## src/hdl/nidr_pkg.sv

```systemverilog
// package: offsets, reset values, field layout and carriers for the id bank
`default_nettype none
package nidr_pkg;
    // ------------------------------------------------------------
    // register byte offsets
    // ------------------------------------------------------------
    localparam logic [7:0] NIDR_OFF_UID_UPPER = 8'h24;
    localparam logic [7:0] NIDR_OFF_UID_LOWER = 8'h28;
    localparam logic [7:0] NIDR_OFF_ROM_MAP = 8'h34;
    localparam logic [7:0] NIDR_OFF_FW_LOW = 8'h38;

    // ------------------------------------------------------------
    // reset values and fields
    // ------------------------------------------------------------
    localparam logic [31:0] NIDR_RST_UID = 32'h0000_0000;
    localparam logic [31:0] NIDR_RST_ROM_MAP = 32'h0000_0000;
    localparam int NIDR_ROM_BASE_LSB = 10;
    localparam logic [9:0] NIDR_ROM_RSVD_VAL = 10'h000;

    // ------------------------------------------------------------
    // configuration rom window on the 1394 side
    // ------------------------------------------------------------
    localparam logic [47:0] NIDR_ROM_WIN_LO = 48'hFFFF_F000_0400;
    localparam logic [47:0] NIDR_ROM_WIN_HI = 48'hFFFF_F000_07FF;

    // ------------------------------------------------------------
    // eeprom word indices
    // ------------------------------------------------------------
    localparam logic NIDR_EE_WORD_UPPER = 1'b0;
    localparam logic NIDR_EE_WORD_LOWER = 1'b1;

    typedef enum logic [1:0] {LD_START, LD_REQ_UP, LD_REQ_LO, LD_DONE}
        nidr_ld_state_t;

    // received quadlet read request from the link
    typedef struct packed {
        logic valid;
        logic [47:0] offset;
    } nidr_rom_rd_t;

    // host memory read issued for a mapped rom read
    typedef struct packed {
        logic valid;
        logic [31:0] addr;
    } nidr_host_rd_t;

    // failed posted write report
    typedef struct packed {
        logic valid;
        logic [31:0] offset_low;
    } nidr_pw_fail_t;
endpackage : nidr_pkg
`default_nettype wire

```

## src/hdl/nidr_rom_mapper.sv

```systemverilog
// module: maps configuration rom quadlet reads onto host memory
`default_nettype none
module nidr_rom_mapper
    import nidr_pkg::*;
(
    input wire logic pclk,
    input wire logic presetn,
    input wire logic [31:0] rom_image_base,
    input wire nidr_rom_rd_t rom_rd,
    output nidr_host_rd_t host_rd
);
    // ------------------------------------------------------------
    // window decode
    // ------------------------------------------------------------
    wire logic in_window;
    wire logic [31:0] mapped_addr;
    nidr_host_rd_t host_rd_reg;
    nidr_host_rd_t host_rd_next;

    assign in_window = rom_rd.valid && (rom_rd.offset >= NIDR_ROM_WIN_LO)
        && (rom_rd.offset <= NIDR_ROM_WIN_HI);
    // base low bits are zero, so the add never carries into bit 10
    assign mapped_addr = rom_image_base
        + {22'h000000, rom_rd.offset[9:0]};
    assign host_rd_next = '{valid: in_window, addr: mapped_addr};
    assign host_rd = host_rd_reg;

    always_ff @(posedge pclk or negedge presetn)
    begin
        if (!presetn)
            host_rd_reg <= '0;
        else
            host_rd_reg <= host_rd_next;
    end
endmodule : nidr_rom_mapper
`default_nettype wire

```

## src/hdl/node_id_rom_map_regs.sv

```systemverilog
// module: node unique id, rom mapping and failed write capture registers
`default_nettype none
// What this block does
// - hardware reset clears upper id quadlet to zero, an invalid id.
// - with eeprom present, load both id quadlets from it after reset.
// - upper id quadlet supplies bus info block third quadlet.
// - lower id quadlet at 28h, resets to zero, loads like upper.
// - rom window quadlet reads go to host at base plus low 10 bits.
// - rom map bits 31..10 read/write, bits 9..0 read zero.
// - failed posted write captures lower 32 offset bits.
// - capture register written only by hardware, undefined before first.
module node_id_rom_map_regs
    import nidr_pkg::*;
(
    input wire logic pclk,
    input wire logic presetn,
    input wire logic psel,
    input wire logic penable,
    input wire logic pwrite,
    input wire logic [7:0] paddr,
    input wire logic [31:0] pwdata,
    output logic [31:0] prdata,
    output logic pready,
    output logic pslverr,
    input wire logic ee_present,
    output logic ee_req,
    output logic ee_word,
    input wire logic ee_valid,
    input wire logic [31:0] ee_data,
    input wire nidr_rom_rd_t rom_rd,
    output nidr_host_rd_t host_rd,
    input wire nidr_pw_fail_t pw_fail,
    output logic [31:0] bib_quadlet3,
    output logic [31:0] uid_lower,
    output logic uid_loaded
);
    // ------------------------------------------------------------
    // state
    // ------------------------------------------------------------
    nidr_ld_state_t ld_state_reg;
    nidr_ld_state_t ld_state_next;
    logic [31:0] uid_upper_reg;
    logic [31:0] uid_lower_reg;
    logic [31:0] rom_map_reg;
    logic [31:0] fw_low_reg;
    logic fw_seen_reg;
    logic [31:0] prdata_reg;
    logic pready_reg;
    logic pslverr_reg;
    logic ee_req_reg;
    logic ee_word_reg;
    logic uid_loaded_reg;

    // ------------------------------------------------------------
    // apb decode
    // ------------------------------------------------------------
    wire logic apb_setup;
    wire logic apb_access;
    wire logic apb_wr;
    wire logic hit_up;
    wire logic hit_lo;
    wire logic hit_map;
    wire logic hit_fw;
    wire logic hit_any;
    wire logic [31:0] rd_mux;

    // read data is latched at setup, so the access phase needs no wait
    assign apb_setup = psel && !penable;
    assign apb_access = psel && penable && pready_reg;
    assign apb_wr = apb_access && pwrite;
    assign hit_up = paddr == NIDR_OFF_UID_UPPER;
    assign hit_lo = paddr == NIDR_OFF_UID_LOWER;
    assign hit_map = paddr == NIDR_OFF_ROM_MAP;
    assign hit_fw = paddr == NIDR_OFF_FW_LOW;
    assign hit_any = hit_up || hit_lo || hit_map || hit_fw;
    assign rd_mux = hit_up ? uid_upper_reg :
        hit_lo ? uid_lower_reg :
        hit_map ? rom_map_reg :
        hit_fw ? fw_low_reg : 32'h0000_0000;

    // ------------------------------------------------------------
    // apb answer: one wait-free access phase after setup
    // ------------------------------------------------------------
    always_ff @(posedge pclk or negedge presetn)
    begin
        if (!presetn)
        begin
            pready_reg <= 1'b0;
            pslverr_reg <= 1'b0;
            prdata_reg <= 32'h0000_0000;
        end
        else
        begin
            pready_reg <= apb_setup;
            pslverr_reg <= apb_setup && !hit_any;
            if (apb_setup && !pwrite)
                prdata_reg <= rd_mux;
        end
    end

    // ------------------------------------------------------------
    // rom mapping register
    // ------------------------------------------------------------
    // only the base field is stored; the reserved bits stay zero
    always_ff @(posedge pclk or negedge presetn)
    begin
        if (!presetn)
            rom_map_reg <= NIDR_RST_ROM_MAP;
        else if (apb_wr && hit_map)
            rom_map_reg <= {pwdata[31:NIDR_ROM_BASE_LSB],
                NIDR_ROM_RSVD_VAL};
    end

    // ------------------------------------------------------------
    // unique id loader
    // ------------------------------------------------------------
    // strap is sampled in the first clocked state, never under reset
    always_comb
    begin
        ld_state_next = ld_state_reg;
        unique case (ld_state_reg)
            LD_START:
                ld_state_next = ee_present ? LD_REQ_UP : LD_DONE;
            LD_REQ_UP:
                if (ee_valid)
                    ld_state_next = LD_REQ_LO;
            LD_REQ_LO:
                if (ee_valid)
                    ld_state_next = LD_DONE;
            LD_DONE:
                ld_state_next = LD_DONE;
        endcase
    end

    always_ff @(posedge pclk or negedge presetn)
    begin
        if (!presetn)
        begin
            ld_state_reg <= LD_START;
            ee_req_reg <= 1'b0;
            ee_word_reg <= NIDR_EE_WORD_UPPER;
            uid_loaded_reg <= 1'b0;
        end
        else
        begin
            ld_state_reg <= ld_state_next;
            // flopped so the flag turns on with the state, not after it
            uid_loaded_reg <= (ld_state_next == LD_DONE);
            ee_req_reg <= (ld_state_next == LD_REQ_UP)
                || (ld_state_next == LD_REQ_LO);
            ee_word_reg <= (ld_state_next == LD_REQ_LO) ?
                NIDR_EE_WORD_LOWER : NIDR_EE_WORD_UPPER;
        end
    end

    // no bus write path reaches the id quadlets
    always_ff @(posedge pclk or negedge presetn)
    begin
        if (!presetn)
        begin
            uid_upper_reg <= NIDR_RST_UID;
            uid_lower_reg <= NIDR_RST_UID;
        end
        else
        begin
            if (ld_state_reg == LD_REQ_UP && ee_valid)
                uid_upper_reg <= ee_data;
            if (ld_state_reg == LD_REQ_LO && ee_valid)
                uid_lower_reg <= ee_data;
        end
    end

    // ------------------------------------------------------------
    // failed posted write capture
    // ------------------------------------------------------------
    // data kept without reset: content is undefined until first capture
    always_ff @(posedge pclk)
    begin
        if (pw_fail.valid)
            fw_low_reg <= pw_fail.offset_low;
    end

    always_ff @(posedge pclk or negedge presetn)
    begin
        if (!presetn)
            fw_seen_reg <= 1'b0;
        else if (pw_fail.valid)
            fw_seen_reg <= 1'b1;
    end

    // ------------------------------------------------------------
    // outputs
    // ------------------------------------------------------------
    nidr_rom_mapper i_nidr_rom_mapper (
        .pclk(pclk),
        .presetn(presetn),
        .rom_image_base(rom_map_reg),
        .rom_rd(rom_rd),
        .host_rd(host_rd)
    );

    assign prdata = prdata_reg;
    assign pready = pready_reg;
    assign pslverr = pslverr_reg;
    assign ee_req = ee_req_reg;
    assign ee_word = ee_word_reg;
    assign bib_quadlet3 = uid_upper_reg;
    assign uid_lower = uid_lower_reg;
    // uid_loaded follows the loader reaching LD_DONE, also when the upper quadlet stays zero
    assign uid_loaded = uid_loaded_reg;
endmodule : node_id_rom_map_regs
`default_nettype wire

```

## config.mk

```make
export PLATFORM = sky130hd
export DESIGN_NAME = node_id_rom_map_regs
export DESIGN_NICKNAME = d
export VERILOG_FILES = /design/src/hdl/nidr_pkg.sv /design/src/hdl/nidr_rom_mapper.sv /design/src/hdl/node_id_rom_map_regs.sv
export SDC_FILE = /design/constraint.sdc
export NUM_CORES = 1
export LEC_CHECK = 0
export BUFFER_PORTS_ARGS = -buffer_cell sky130_fd_sc_hd__buf_2
export CORE_UTILIZATION = 52
export CTS_CLUSTER_DIAMETER = 120
export CTS_CLUSTER_SIZE = 30
export DETAILED_ROUTE_END_ITERATION = 6
export PLACE_DENSITY = 0.95
export REMOVE_ABC_BUFFERS = 1
export SLEW_MARGIN = 20
export SYNTH_ARGS = -nofsm -noshare
export SYNTH_HDL_FRONTEND = slang
export SYNTH_SLANG_ARGS = --single-unit
```

## constraint.sdc

```tcl
create_clock -name pclk -period 3.4 [get_ports pclk]
set_input_delay 1.02 -clock pclk [delete_from_list [all_inputs] [get_ports pclk]]
set_output_delay 1.02 -clock pclk [all_outputs]
set_load 0.05 [all_outputs]
```

Word level (Yosys, flattened, before mapping)
Index checks and enable logic that the tools add are counted.

Register bits: 190. Input bits: 161. Output and inout bits: 134. Word-level logic and storage cells: 54.

Add/subtract/negate cells: 1. Magnitude comparators: 2. Equal/unequal tests: 10. Multiplexer cells: 9. Reduce and logical (&&, ||, !) cells: 19.

Operator list (number): 2-to-1 mux 32 bit (4); >= comparator 48 bit (second input constant) (1); less-or-equal comparator 48 bit (second input constant) (1); adder 32 x 10 -> 32 bit (1); equality test 8 x 6 -> 1 bit (second input constant) (4); logical AND 1 bit (11); equality test 2 bit (second input constant) (4); one-hot mux 2 bit (4 select lines) (1); 2-to-1 mux 2 bit (3); equality test 2 x 1 -> 1 bit (second input constant) (2); logical OR 1 bit (4); logical NOT 1 bit (3); logical NOT 2 bit (1); 2-to-1 mux 1 bit (1).

Longest topological paths before layout
Depth in word-level cells: 6. Gate-level depth with buffers: 6. Mapped depth without buffers: 4.

Modules after synthesis
A second synthesis with hierarchy kept.

Cell total of the unflattened synthesis: 660. Area total of the unflattened synthesis: 8413.1 µm².

Modules (own cells, without submodules): node_id_rom_map_regs (times used 1, cells each 490, area each 6605.1 µm²); nidr_rom_mapper (times used 1, cells each 170, area each 1808.0 µm²).

Worst setup path after synthesis
No wires, ideal clock.

Path type: input port to flip-flop. From: input paddr[7]. To: register prdata_reg[23] (netlist: prdata[23]). Library setup time: 126 ps. Arrival time: 2273 ps. Required time: 3274 ps. Slack: 1001 ps. Stages on the path: 6. Path buffers: 2. Cell sequence: or3b_1 clkbuf_1 or3_1 buf_2 nor3_1 a211oi_1.

Longest elaborated chain between the ends: 5.

RTL lines: start, declared (RTL line node_id_rom_map_regs.sv:20) `input wire logic [7:0] paddr,`; equality test 8 x 6 -> 1 bit (RTL line node_id_rom_map_regs.sv:74) `assign hit_fw = paddr == NIDR_OFF_FW_LOW;`; 2-to-1 mux 32 bit (RTL line node_id_rom_map_regs.sv:79) `hit_fw ? fw_low_reg : 32'h0000_0000;`; 2-to-1 mux 32 bit (RTL line node_id_rom_map_regs.sv:78) `hit_map ? rom_map_reg :`; 2-to-1 mux 32 bit (RTL line node_id_rom_map_regs.sv:77) `hit_lo ? uid_lower_reg :`; 2-to-1 mux 32 bit (*) (RTL line node_id_rom_map_regs.sv:76) `assign rd_mux = hit_up ? uid_upper_reg :`; end signal, assigned (RTL line node_id_rom_map_regs.sv:97) `prdata_reg <= rd_mux;`; end, declared (RTL line node_id_rom_map_regs.sv:47) `logic [31:0] prdata_reg;`.

Mark *: on every way between the ends. The rest lies on a longest branch, timed or not. A chain may end at the register's enable or synchronous reset.

Worst setup path in the final report
From: input paddr[1]. To: register prdata_reg[28] (netlist: prdata[28]).

Same word-level chain as after synthesis.

==> results.cfg <==
[cts]
cts.htree.levels = 4
tritoncts = yes
root_buffer = clkbuf_16
cts_buffers = 17
clk_pin_slew_ns = 0.07
worstSkewPairLatency_ns = 0.43
cts_sinks = 190
cts_repair_resize_count = 0
hold_buffers = 0
post_cts_buffers = 0
clk_path_buf_depth = 2

[cells_and_area]
largest_reg_flops = 33
final_util = 0.7010
syn_to_final_growth_pct = 30.51
final_cell_mix = 283 x buf_2, 158 x dfrtp_1, 85 x mux2_2, 32 x edfxtp_1
nets = 987
final_cell_area_sq_um = 9806
mostFrequentLayoutCell = buf_2
fill_cells = 961
drive_gt1_frac = 0.5383
antenna_cells = 0

[worst_setup_path]
cp-start-kind = input port
critPathKind = input port to flop
endpoint_kind = flop
cp_max_fo = 14
cp.arrival_ns = 2.80
cp.required_ns = 3.70

[sta]
max_freq_mhz = 400.9
slew_headroom = 0.4231
drv_slew = 0
rsz0062_at_grt = no
min_period_ns = 2.494
tightestPinTransition_ns = 0.8654
skew_ns = 0.01248
period_share = 0.7336
setup_viol = 0
setup_tns_ns = 0
finalHoldViolations = 0
setup_ws_ns = 0.9059

[drt]
routed_wl_mm = 21.25
drc = 0
drtAntennaViolNets = 0
viasPerCell = 5.802
wl_per_cell_microns = 20.91
drtIter0Drc = 454
drtPass1Iterations = 5
num_vias = 5895

[place]
placed_cell_area_sq_um = 9230
dp_hpwl_mm = 14.89
numPortBuffers = 284
gp_congestion = 0.8555
pre_cts_slack_ns = 0.5177

[global_route]
grt_use_total = 0.2940
grt_pass1_vias = 6022
grt_first_pass_wirelength_mm = 31.74
grt_max_degree = 70
antenna_found_initial = 0
grt_overflow_total = 0

[power_and_ir_drop]
irDropWorstVdd_mv = 0.2896
p_leak_nw = 4.828
powerDensity_nw_per_um2 = 575.5

[floorplan]
boundaryPins = 295
core_sq_um = 13990
die_h_microns = 122.2
std_cell_rows = 43
initial_utilization = 0.5371
die-area_sq_um = 14930
die_w_microns = 122.2

[synthesis]
netlist_instances = 534
ys_seq_area_frac = 0.6541
yosysWarnings = 0
syn_area_sq_um = 7513
ys_ff_latch = 190
syn_area_per_cell_sq_um = 14.07
synthDistinctLibCells = 36

[status]
outcome = finished, final reports clean

[flow_run]
drv_cap = 0

[hold_path]
hold_class = flop to flop
==> Yosys cell counts <==
library cell    n  area [sq um]
o2bb2ai_1      10         87.58
nand4_1         7         43.79
ha_1            2         25.02
nor3_1         19         95.09
nor3b_1         1         7.510
buf_1           2         7.510
nor4_1          3         18.77
nor2_1         24         90.09
and2_1          2         12.51
mux2_2         85         957.2
or3b_1          1         8.760
o21a_1          1         7.510
a211oi_1       22         165.2
nand2b_1        3         18.77
or4b_1          2         20.02
mux2_1          1         11.26
or3_1           1         6.260
nand3b_1       24         180.2
nand2_1        22         82.58
nor2b_1         2         12.51
a22oi_1        10         75.07
nor3_2          4         40.04
o21ai_0         1         5.000
buf_2          10         50.05
a31o_2         22         192.7
a22o_1         10         87.58
inv_1           1         3.750
nor4b_4         2         47.55
a21oi_1        22         110.1
nor4b_1         1         8.760
edfxtp_1       32         960.9
clkbuf_1       23         86.33
a211o_1         1         8.760
and4_1          2         17.52
or4_1           1         7.510
dfrtp_1       158          3954
==> logic make-up (layout without fill, tap and decap cells) <==
group           Yosys count  after routing  share of synthesized area
compound gates           99             99                    0.09842
fa+ha+maj                 2              2                   0.003330
buf+inv                  36            338                    0.01965
flops                   190            190                     0.6541
mux                      86             86                     0.1289
simple gates            121            121                    0.09559
==> layer usage <==
metal / share of wire / track usage / up-vias
met5: 0 / 0 / -
met4: 0.027 / 0.1311 / 0
met3: 0.073 / 0.05384 / 50
met2: 0.52 / 0.5063 / 343
met1: 0.38 / 0.3596 / 2926
li1: - / - / 2576
==> worst max-delay path, stage by stage <==
cell      delay [ns]
buf_2           0.14
nor4b_4         0.69
buf_4           0.36
nand2_1         0.09
a31o_2          0.23
a211oi_1        0.26
==> where the power goes <==
group	switching (mW)	leakage, nW	internal (mW)
Sequential	0.117	2.39	2.50
Combinational	0.791	2.16	0.288
Clock	0.836	0.285	1.11
Total	1.74	4.83	3.90
==> through the flow <==
stage                     hold slack, ns  total power [mW]  cells
after global routing              0.4158             5.825   1016
after CTS                         0.3990             5.656   1016
after floorplan                   0.3686             3.336    499
after global placement            0.3793             3.706    985
after detailed placement          0.3842             3.739    985
final                             0.3978             5.643   1016
==> path summary, 6_finish.rpt <==
| kind | startpoint | endpoint | slack, ns | cells after the start |
|---|---|---|---|---|
| worst max-delay path | paddr[1] | prdata[28] | 0.91 | 6 |
| worst min-delay path | rom_map_reg[26] | i_nidr_rom_mapper.host_rd[26] | 0.40 | 0 |
| worst max register to register | ld_state_reg[0] | ee_req | 1.83 | 4 |
| worst min register to register | rom_map_reg[26] | i_nidr_rom_mapper.host_rd[26] | 0.40 | 0 |
| max in group asynchronous | presetn | i_nidr_rom_mapper.host_rd[1] | 2.03 | 2 |
| min in group asynchronous | presetn | rom_map_reg[15] | 0.56 | 1 |
==> final cells by class <==
type                            instances  area (sq um)  area share
Multi-Input combinational cell        308          2456      0.2505
Clock buffer                           23         499.2     0.05091
Sequential cell                       190          4915      0.5012
Clock inverter                          8         76.32    0.007784
Inverter                                1         3.754   0.0003828
Tap cell                              180         225.2     0.02297
Timing Repair Buffer                  306          1630      0.1663
(Power assumes the default switching activity.)
